**src/txbd_pkg.sv**
```systemverilog
// Purpose: Constants and carrier types for the transmit buffer descriptor walker.
// Assumes: Descriptors are four little-endian 32-bit words in main memory.
// Notes: Register offsets are byte addresses on the classic Wishbone slave port.
// Contract
// - Word two bits 31:16 give leading bytes to skip before valid data.
// - Word two bits 15:0 count valid buffer bytes, skipped bytes excluded.
// - Word three bit 31 set marks the first buffer of a packet.
// - Word three bit 30 set marks the final buffer of a packet.
// - Word three bit 29 ownership: software sets it, engine clears after sending.
// - Engine sets word three bit 28 on the last descriptor of the drained queue.
// - Word three bit 23 set sends a zero-length packet and fetches no data.
// - First descriptor word three bits 15:0 is packet length; extra data dropped.
// - All four first/last flag combinations are handled.
// - Word zero is the next descriptor address; zero ends the queue.
// - Word one is the byte address of the descriptor's data buffer.
// - Descriptors are four aligned words, all fetched before the buffer is used.
package txbd_pkg;
    // Descriptor layout.
    localparam int DESC_WORDS = 4;
    localparam logic [31:0] W3_BYTE_OFS = 32'h0000000c;
    localparam int FIRST_BIT = 31;
    localparam int LAST_BIT = 30;
    localparam int OWN_BIT = 29;
    localparam int DRAINED_BIT = 28;
    localparam int ZERO_BIT = 23;
    localparam int OFS_MSB = 31;
    localparam int OFS_LSB = 16;
    localparam int LEN_MSB = 15;
    localparam int LEN_LSB = 0;
    // Register byte offsets.
    localparam logic [7:0] REG_CTRL = 8'h00;
    localparam logic [7:0] REG_HEAD = 8'h04;
    localparam logic [7:0] REG_STAT = 8'h08;
    localparam logic [7:0] REG_MASK = 8'h0c;
    localparam logic [7:0] REG_COMP = 8'h10;
    // Status bits: packet sent, queue drained, walk stopped on a bad chain.
    localparam int ST_PKT = 0;
    localparam int ST_DRAIN = 1;
    localparam int ST_STOP = 2;
    localparam int ST_W = 3;
    localparam logic [2:0] MASK_RST = 3'h0;
    // Memory master request, held until acknowledged.
    typedef struct packed {
        logic cyc;
        logic we;
        logic [31:0] adr;
        logic [31:0] dat;
    } txbd_mem_req_t;
    // One entry towards the endpoint FIFO.
    typedef struct packed {
        logic [7:0] data;
        logic last;
        logic zlp;
    } txbd_tx_t;
endpackage : txbd_pkg

```
**src/txbd_dma.sv**
```systemverilog
// Purpose: Transmit DMA channel that walks descriptor chains and feeds an endpoint FIFO.
// Assumes: Memory answers each held request with one mem_ack_i pulse.
// Notes: One byte per memory read keeps byte alignment trivial at the cost of bandwidth.
//
// Local design decisions: the register addresses and the Wishbone slave port.
`timescale 1ns/1ps
module txbd_dma #(
    parameter int unsigned REG_AW = 8
) (
    // Clock and reset.
    input wire logic clk_i,
    input wire logic rst_i,
    // Wishbone slave.
    input wire logic wb_cyc_i,
    input wire logic wb_stb_i,
    input wire logic wb_we_i,
    input wire logic [REG_AW-1:0] wb_adr_i,
    input wire logic [3:0] wb_sel_i,
    input wire logic [31:0] wb_dat_i,
    output logic [31:0] wb_dat_o,
    output logic wb_ack_o,
    // Memory master.
    output txbd_pkg::txbd_mem_req_t mem_o,
    input wire logic mem_ack_i,
    input wire logic [31:0] mem_rdata_i,
    // Byte stream to the endpoint FIFO.
    output txbd_pkg::txbd_tx_t tx_o,
    output logic tx_valid_o,
    input wire logic tx_ready_i,
    // Interrupt and state.
    output logic irq_o,
    output logic busy_o
);
    // Wider addresses would be cut to eight bits and alias the register map.
    if (REG_AW < 5 || REG_AW > 8) begin : g_chk
        $error("REG_AW must cover the register map without aliasing");
    end

    typedef enum logic [3:0] {S_IDLE, S_DRD, S_DEC, S_FETCH, S_SEND, S_ZLP, S_END, S_EOQ, S_OWN} txbd_st_t;

    txbd_st_t st_r, st_nxt;
    logic [1:0] idx_r, idx_nxt;
    logic [31:0] cur_r, cur_nxt, w0_r, w0_nxt, w1_r, w1_nxt, w2_r, w2_nxt, w3_r, w3_nxt;
    logic [31:0] sop_adr_r, sop_adr_nxt, sop_w3_r, sop_w3_nxt, ptr_r, ptr_nxt;
    logic [15:0] rem_r, rem_nxt, bcnt_r, bcnt_nxt;
    logic eoq_r, eoq_nxt;
    txbd_pkg::txbd_mem_req_t mem_r, mem_nxt;
    txbd_pkg::txbd_tx_t tx_r, tx_nxt;
    logic txv_r, txv_nxt;
    logic en_r, en_nxt, ack_r, ack_nxt;
    logic [31:0] head_r, head_nxt, comp_r, comp_nxt, rdat_r, rdat_nxt;
    logic [2:0] stat_r, stat_nxt, mask_r, mask_nxt, st_set;
    logic [31:0] wmask;
    logic wr_go;
    logic [7:0] radr;

    assign wb_dat_o = rdat_r;
    assign wb_ack_o = ack_r;
    assign mem_o = mem_r;
    assign tx_o = tx_r;
    assign tx_valid_o = txv_r;
    assign irq_o = |(stat_r & mask_r);
    assign busy_o = (st_r != S_IDLE);
    assign wmask = {{8{wb_sel_i[3]}}, {8{wb_sel_i[2]}}, {8{wb_sel_i[1]}}, {8{wb_sel_i[0]}}};
    assign wr_go = wb_cyc_i && wb_stb_i && wb_we_i && ack_r; // A write lands at the edge that completes the cycle.
    assign radr = 8'(wb_adr_i);

    // Register slave: one wait state, unmapped offsets read zero and ignore writes.
    always_comb begin
        ack_nxt = wb_cyc_i && wb_stb_i && !ack_r;
        en_nxt = en_r;
        mask_nxt = mask_r;
        head_nxt = head_r;
        rdat_nxt = rdat_r;
        // Hardware set wins over a write-one clear in the same cycle.
        stat_nxt = stat_r | st_set;
        if (wr_go) begin
            unique case (radr)
                txbd_pkg::REG_CTRL: en_nxt = wb_sel_i[0] ? wb_dat_i[0] : en_r;
                txbd_pkg::REG_HEAD: begin
                    // A new head is taken only while idle so a live walk is never torn.
                    if (st_r == S_IDLE) begin
                        head_nxt = (head_r & ~wmask) | (wb_dat_i & wmask);
                    end
                end
                txbd_pkg::REG_STAT: stat_nxt = (stat_r & ~(wb_dat_i[2:0] & wmask[2:0])) | st_set;
                txbd_pkg::REG_MASK: mask_nxt = (mask_r & ~wmask[2:0]) | (wb_dat_i[2:0] & wmask[2:0]);
                default: ;
            endcase
        end
        if (wb_cyc_i && wb_stb_i && !wb_we_i && !ack_r) begin
            unique case (radr)
                txbd_pkg::REG_CTRL: rdat_nxt = {31'h0, en_r};
                txbd_pkg::REG_HEAD: rdat_nxt = head_r;
                txbd_pkg::REG_STAT: rdat_nxt = {29'h0, stat_r};
                txbd_pkg::REG_MASK: rdat_nxt = {29'h0, mask_r};
                txbd_pkg::REG_COMP: rdat_nxt = comp_r;
                default: rdat_nxt = 32'h0;
            endcase
        end
        // A drained queue or a stopped walk drops the head, so the walker never spins on a bad chain.
        if ((st_r == S_OWN && mem_r.cyc && mem_ack_i && w0_r == 32'h0) || st_set[txbd_pkg::ST_STOP]) begin
            head_nxt = 32'h0;
        end
    end

    // Descriptor walker.
    always_comb begin
        st_nxt = st_r;
        idx_nxt = idx_r;
        cur_nxt = cur_r;
        w0_nxt = w0_r;
        w1_nxt = w1_r;
        w2_nxt = w2_r;
        w3_nxt = w3_r;
        sop_adr_nxt = sop_adr_r;
        sop_w3_nxt = sop_w3_r;
        ptr_nxt = ptr_r;
        rem_nxt = rem_r;
        bcnt_nxt = bcnt_r;
        eoq_nxt = eoq_r;
        mem_nxt = mem_r;
        tx_nxt = tx_r;
        txv_nxt = txv_r;
        comp_nxt = comp_r;
        st_set = 3'h0;
        unique case (st_r)
            S_IDLE: begin
                if (en_r && head_r != 32'h0 && !wr_go) begin
                    cur_nxt = head_r;
                    idx_nxt = 2'h0;
                    rem_nxt = 16'h0;
                    st_nxt = S_DRD;
                end
            end
            S_DRD: begin
                // All four words are in hand before any buffer access.
                mem_nxt.cyc = 1'b1;
                mem_nxt.we = 1'b0;
                mem_nxt.adr = cur_r + {28'h0, idx_r, 2'b00};
                if (mem_r.cyc && mem_ack_i) begin
                    mem_nxt.cyc = 1'b0;
                    unique case (idx_r)
                        2'h0: w0_nxt = mem_rdata_i;
                        2'h1: w1_nxt = mem_rdata_i;
                        2'h2: w2_nxt = mem_rdata_i;
                        2'h3: w3_nxt = mem_rdata_i;
                    endcase
                    idx_nxt = idx_r + 2'h1;
                    if (idx_r == 2'h3) begin
                        st_nxt = S_DEC;
                    end
                end
            end
            S_DEC: begin
                // Length excludes skipped bytes; the offset counts only on a first buffer.
                ptr_nxt = w1_r;
                bcnt_nxt = w2_r[txbd_pkg::LEN_MSB:txbd_pkg::LEN_LSB];
                st_nxt = w3_r[txbd_pkg::ZERO_BIT] ? S_ZLP : S_FETCH;
                if (w3_r[txbd_pkg::FIRST_BIT]) begin
                    ptr_nxt = w1_r + {16'h0, w2_r[txbd_pkg::OFS_MSB:txbd_pkg::OFS_LSB]};
                    rem_nxt = w3_r[txbd_pkg::LEN_MSB:txbd_pkg::LEN_LSB];
                    sop_adr_nxt = cur_r;
                    sop_w3_nxt = w3_r;
                    // A packet software still holds is never sent.
                    if (!w3_r[txbd_pkg::OWN_BIT]) begin
                        st_set[txbd_pkg::ST_STOP] = 1'b1;
                        st_nxt = S_IDLE;
                    end
                end
                if (w3_r[txbd_pkg::ZERO_BIT]) begin
                    tx_nxt = '{data: 8'h00, last: 1'b1, zlp: 1'b1};
                end
            end
            S_FETCH: begin
                // Once the packet length is spent the rest of the chain is walked, not read.
                if (bcnt_r == 16'h0 || rem_r == 16'h0) begin
                    st_nxt = S_END;
                end else begin
                    mem_nxt.cyc = 1'b1;
                    mem_nxt.we = 1'b0;
                    mem_nxt.adr = {ptr_r[31:2], 2'b00};
                    if (mem_r.cyc && mem_ack_i) begin
                        mem_nxt.cyc = 1'b0;
                        tx_nxt.data = mem_rdata_i[{ptr_r[1:0], 3'b000} +: 8];
                        tx_nxt.zlp = 1'b0;
                        tx_nxt.last = (rem_r == 16'h1) || (w3_r[txbd_pkg::LAST_BIT] && bcnt_r == 16'h1);
                        txv_nxt = 1'b1;
                        st_nxt = S_SEND;
                    end
                end
            end
            S_SEND: begin
                if (tx_ready_i) begin
                    txv_nxt = 1'b0;
                    ptr_nxt = ptr_r + 32'h1;
                    bcnt_nxt = bcnt_r - 16'h1;
                    rem_nxt = rem_r - 16'h1;
                    st_nxt = S_FETCH;
                end
            end
            S_ZLP: begin
                txv_nxt = 1'b1;
                if (txv_r && tx_ready_i) begin
                    txv_nxt = 1'b0;
                    st_nxt = S_END;
                end
            end
            S_END: begin
                // Buffer end closes the queue, returns the packet, follows the next pointer, or stops on a chain cut mid-packet.
                eoq_nxt = (w0_r == 32'h0);
                idx_nxt = 2'h0;
                if (w3_r[txbd_pkg::LAST_BIT]) begin
                    st_nxt = (w0_r == 32'h0) ? S_EOQ : S_OWN;
                end else if (w0_r == 32'h0) begin
                    st_set[txbd_pkg::ST_STOP] = 1'b1;
                    st_nxt = S_IDLE;
                end else begin
                    cur_nxt = w0_r;
                    st_nxt = S_DRD;
                end
            end
            S_EOQ: begin
                // Only the drained bit changes; reserved fields go back as read.
                mem_nxt = '{cyc: 1'b1, we: 1'b1, adr: cur_r + txbd_pkg::W3_BYTE_OFS, dat: w3_r};
                mem_nxt.dat[txbd_pkg::DRAINED_BIT] = 1'b1;
                if (mem_r.cyc && mem_ack_i) begin
                    mem_nxt.cyc = 1'b0;
                    st_nxt = S_OWN;
                end
            end
            S_OWN: begin
                // Hand the packet back; a single-buffer packet keeps its drained bit.
                mem_nxt = '{cyc: 1'b1, we: 1'b1, adr: sop_adr_r + txbd_pkg::W3_BYTE_OFS, dat: sop_w3_r};
                mem_nxt.dat[txbd_pkg::OWN_BIT] = 1'b0;
                if (eoq_r && sop_adr_r == cur_r) begin
                    mem_nxt.dat[txbd_pkg::DRAINED_BIT] = 1'b1;
                end
                if (mem_r.cyc && mem_ack_i) begin
                    mem_nxt.cyc = 1'b0;
                    comp_nxt = cur_r;
                    st_set[txbd_pkg::ST_PKT] = 1'b1;
                    st_set[txbd_pkg::ST_DRAIN] = eoq_r;
                    cur_nxt = w0_r;
                    st_nxt = eoq_r ? S_IDLE : S_DRD;
                end
            end
        endcase
    end

    // State registers.
    always_ff @(posedge clk_i) begin
        if (rst_i) begin
            st_r <= S_IDLE;
            idx_r <= 2'h0;
            cur_r <= 32'h0;
            w0_r <= 32'h0;
            w1_r <= 32'h0;
            w2_r <= 32'h0;
            w3_r <= 32'h0;
            sop_adr_r <= 32'h0;
            sop_w3_r <= 32'h0;
            ptr_r <= 32'h0;
            rem_r <= 16'h0;
            bcnt_r <= 16'h0;
            eoq_r <= 1'b0;
            mem_r <= '0;
            tx_r <= '0;
            txv_r <= 1'b0;
            en_r <= 1'b0;
            ack_r <= 1'b0;
            head_r <= 32'h0;
            comp_r <= 32'h0;
            rdat_r <= 32'h0;
            stat_r <= 3'h0;
            mask_r <= txbd_pkg::MASK_RST;
        end else begin
            st_r <= st_nxt;
            idx_r <= idx_nxt;
            cur_r <= cur_nxt;
            w0_r <= w0_nxt;
            w1_r <= w1_nxt;
            w2_r <= w2_nxt;
            w3_r <= w3_nxt;
            sop_adr_r <= sop_adr_nxt;
            sop_w3_r <= sop_w3_nxt;
            ptr_r <= ptr_nxt;
            rem_r <= rem_nxt;
            bcnt_r <= bcnt_nxt;
            eoq_r <= eoq_nxt;
            mem_r <= mem_nxt;
            tx_r <= tx_nxt;
            txv_r <= txv_nxt;
            en_r <= en_nxt;
            ack_r <= ack_nxt;
            head_r <= head_nxt;
            comp_r <= comp_nxt;
            rdat_r <= rdat_nxt;
            stat_r <= stat_nxt;
            mask_r <= mask_nxt;
        end
    end
endmodule : txbd_dma

```
**config.mk**
```make
export PLATFORM = sky130hd
export DESIGN_NAME = txbd_dma
export DESIGN_NICKNAME = d
export VERILOG_FILES = /design/src/txbd_pkg.sv /design/src/txbd_dma.sv
export SDC_FILE = /design/constraint.sdc
export NUM_CORES = 1
export LEC_CHECK = 0
export ABC_CLOCK_PERIOD_IN_PS = 2670
export BUFFER_PORTS_ARGS = -buffer_cell sky130_fd_sc_hd__buf_2
export CORE_UTILIZATION = 55
export DETAILED_ROUTE_END_ITERATION = 7
export HOLD_SLACK_MARGIN = 0.02
export PLACE_DENSITY = 0.82
export SLEW_MARGIN = 10
export SYNTH_ARGS = -nofsm -noshare
export SYNTH_HDL_FRONTEND = slang
export SYNTH_SLANG_ARGS = --single-unit
export TNS_END_PERCENT = 20
```
**constraint.sdc**
```tcl
create_clock -name clk_i -period 2.67 [get_ports clk_i]
set_input_delay 0.267 -clock clk_i [delete_from_list [all_inputs] [get_ports clk_i]]
set_output_delay 0.267 -clock clk_i [all_outputs]
set_load 0.02 [all_outputs]
```
==> metrics.yaml <==
clock_tree:
  insertion_delay_ns: 0.62
  h-tree-depth: 2
  cts_inserted_buffers: 50
  clock_sinks: 475
  cts.path.max_buffers: 3
  ctsRootBufferMaster: "clkbuf_16"
  clkTransAtPathRegs_ns: 0.07
  cts_tree: "built"
power:
  p_per_area_nw_per_um2: 543
  clkPwrFrac_pct: 49.1
  power.internal_mw: 12.0
  total_power_mw: 15.8
  p_seq_share_pct: 45.4
  p_comb_share_pct: 5.6
  leakagePower_nw: 10.8
  ir_worst_vdd_mv: 0.582
  p_switching_mw: 3.76
  switching_share_pct: 23.8
global_route:
  antenna_found_initial: 2
  grtUsageMet2_pct: 59.3
  grt.busiest_layer: "met2"
  globalRouteOverflowTotal: 0
  grt_max_degree: 120
  grt_pass1_wl_um: 141000
  grt_use_total_pct: 41.0
  first_global_vias: 23596
  met3_usage_pct: 11.2
  grtUsageMet1_pct: 56.6
yosys:
  synth_edf_count: 0
  ys_types: 81
  synth_seq_cells: 475
  syn-num-nets: 3264
  ys.flop_type: "dfxtp_1"
  ys_async_sr_fraction_pct: 0
  synthesis.area_sq_um: 24100
  synth_area_per_cell_sq_um: 7.67
  yosysSeqAreaShare_pct: 39.4
  ys_warn_count: 0
  synthCells: 3147
drt:
  first_pass_iters: 6
  ant_nets: 0
  drt_iter0_drc: 3874
  vias: 26193
  routed_wl_um: 94900
  drc: 0
  via_per_inst: 6.54
  wire_per_inst_um: 23.7
timing:
  period_needed_ns: 2.74
  hold_slack_ns: 0.0396
  worst_pin_slew_ns: 1.28
  drv_slew: 0
  worst_slew_margin_rel_pct: 14.4
  setup_tns_ns: -0.0681
  max_freq_ghz: 0.365
  hold_viol_final: 0
  finClkSkew_ns: 0.0161
  min_period_over_period_pct: 103
  setup_ws_ns: -0.0681
  setup_violations: 1
  rsz0062_at_grt: "true"
setup_path:
  cp-end-kind: "register"
  rr_worst_depth: 9
  worst_ep_arrival_time_ns: 3.26
  path_max_fanout: 36
  critPathKind: "reg2reg"
  cp-start-kind: "register"
  worst_ep_required_time_ns: 3.19
layout:
  design_area_sq_um: 29100
  fill_cells: 3658
  final-seq-area_sq_um: 9520
  fin_util_pct: 67.3
  final_common_cell: "nand2_1"
  fin_cells: 4002
  final_cell_mix: "nand2_1, dfxtp_1, a21oi_1"
  multi_input_area_sq_um: 13600
  area_growth_pct: 20.4
  nets: 3493
  final_layout_size_suffix_gt1_share_pct: 16.6
place:
  pre_cts_ws_ns: 0.0509
  io_buffers: 194
  gp_congestion: 1.02
  placed_cell_area_sq_um: 26500
  dp_hpwl_um: 65300
  place_inst: 3850
floorplanning:
  io_pins: 195
  die_area_sq_um: 44700
  core_area_sq_um: 43200
  placementRows: 76
  die_w_um: 211
  fp.dieH_um: 211
  start_util_pct: 55.9
hold_path:
  worstHoldPathCells: 3
  hold_path_class: "in2reg"
run_status:
  violations: "negative setup slack"
  status: "complete, but fails checks"
job:
  maxCapViolations: 0
-- layer usage --
metal	share of wire, %	vias up
met4	5.1	0
li1	-	11655
met3	13	348
met2	42	1802
met1	40	12388
met5	0	-
-- state kept, by name, indices dropped and copies added (netlist names), 2 cells and up, named ones only --
name	cells
st_r	4
wb_dat_o	32
comp_r	32
idx_r	2
tx_o	10
rem_r	16
sop_w3_r	31
stat_r	3
w0_r	32
w2_r	32
cur_r	32
ptr_r	32
w3_r	32
w1_r	32
sop_adr_r	32
bcnt_r	16
mem_o	66
-- synthesized netlist by cell type (6+ instances only) --
library cell,count,area [sq um]
a21o_1,9,67.6
mux2i_1,47,470
xor2_1,51,447
nand4_1,46,288
nand2b_1,11,68.8
mux4_2,9,203
a311oi_1,40,350
o211ai_1,11,82.6
inv_1,29,109
buf_1,17,63.8
o21ai_0,113,566
or3_1,9,56.3
nor4_1,31,194
and3_1,25,156
and2_1,16,100
a211oi_1,57,428
nand2_1,569,2140
a221o_1,11,110
buf_2,18,90.1
clkbuf_1,247,927
dfxtp_1,475,9510
a21oi_1,393,1970
a31oi_1,23,144
nor3b_1,6,45.0
o22ai_1,14,87.6
a221oi_1,14,123
nand3_1,229,1150
and4_1,9,78.8
or4_1,6,45.0
o2111ai_1,9,78.8
a22o_1,31,272
o221ai_1,7,61.3
xnor2_1,71,622
ha_1,32,400
nor2_1,244,916
nor3_1,43,215
a22oi_1,64,480
or2_2,11,68.8
-- worst max-delay path, cell delays in order, from the launching register on --
cell	delay, ns
dfxtp_2	0.34
buf_4	0.19
nor2_1	0.25
nand2_2	0.18
buf_4	0.19
nor3b_4	0.22
buf_12	0.22
nand3_1	0.16
dlygate4sd3_1	0.63
a21oi_1	0.23
-- final cells by class --
class,instances,share of cell area [%]
multi-input cells,2357,46.8
inverters,30,0.388
well taps,585,2.52
clock buffers,68,4.88
diodes,2,0.0172
clock inverters,23,1.32
repair buffers,462,11.3
flip-flops and latches,475,32.8
-- final timing paths --
| kind | slack [ns] | endpoint | from |
|---|---|---|---|
| setup / recovery | -0.07 | register | st_r[1]$_SDFFE_PP0P_ |
| hold / removal | 0.04 | register | wb_sel_i[1] |
| setup reg to reg | -0.07 | register | st_r[1]$_SDFFE_PP0P_ |
| hold reg to reg | 0.45 | sop_w3_r[0]$_SDFFE_PP0P_ | sop_w3_r[0]$_SDFFE_PP0P_ |
-- kinds of logic (layout without fill, tap and decap cells) --
group	Yosys count	count (layout)	synth area share (%)
compound gates	854	854	22.2
buf+inv	316	583	5.12
mux	62	62	3.09
xor+xnor	122	122	4.43
simple gates	1284	1285	24.0
other cells	0	2	0
flops	475	475	39.4
fa+ha+maj	34	34	1.83
-- repair_timing --
| action | 4_1_cts | 5_1_grt |
|---|---|---|
| setup endpoints to repair | 0 | 167 |
| gates resized for setup | 0 | 30 |
| buffers inserted | 0 | 3 |
| hold endpoints to repair | 44 | 0 |
| hold buffers | 55 | 0 |
-- power by group through the flow --
stage	clock network, mW	registers [mW]	logic (mW)
2_1_floorplan	0	7.29	0.410
3_3_place_gp	0	7.30	0.776
3_5_place_dp	0	7.31	0.786
4_1_cts	7.71	7.15	0.832
5_1_grt	8.01	7.15	0.907
6_report	7.74	7.15	0.878
(Power assumes the default switching activity.)
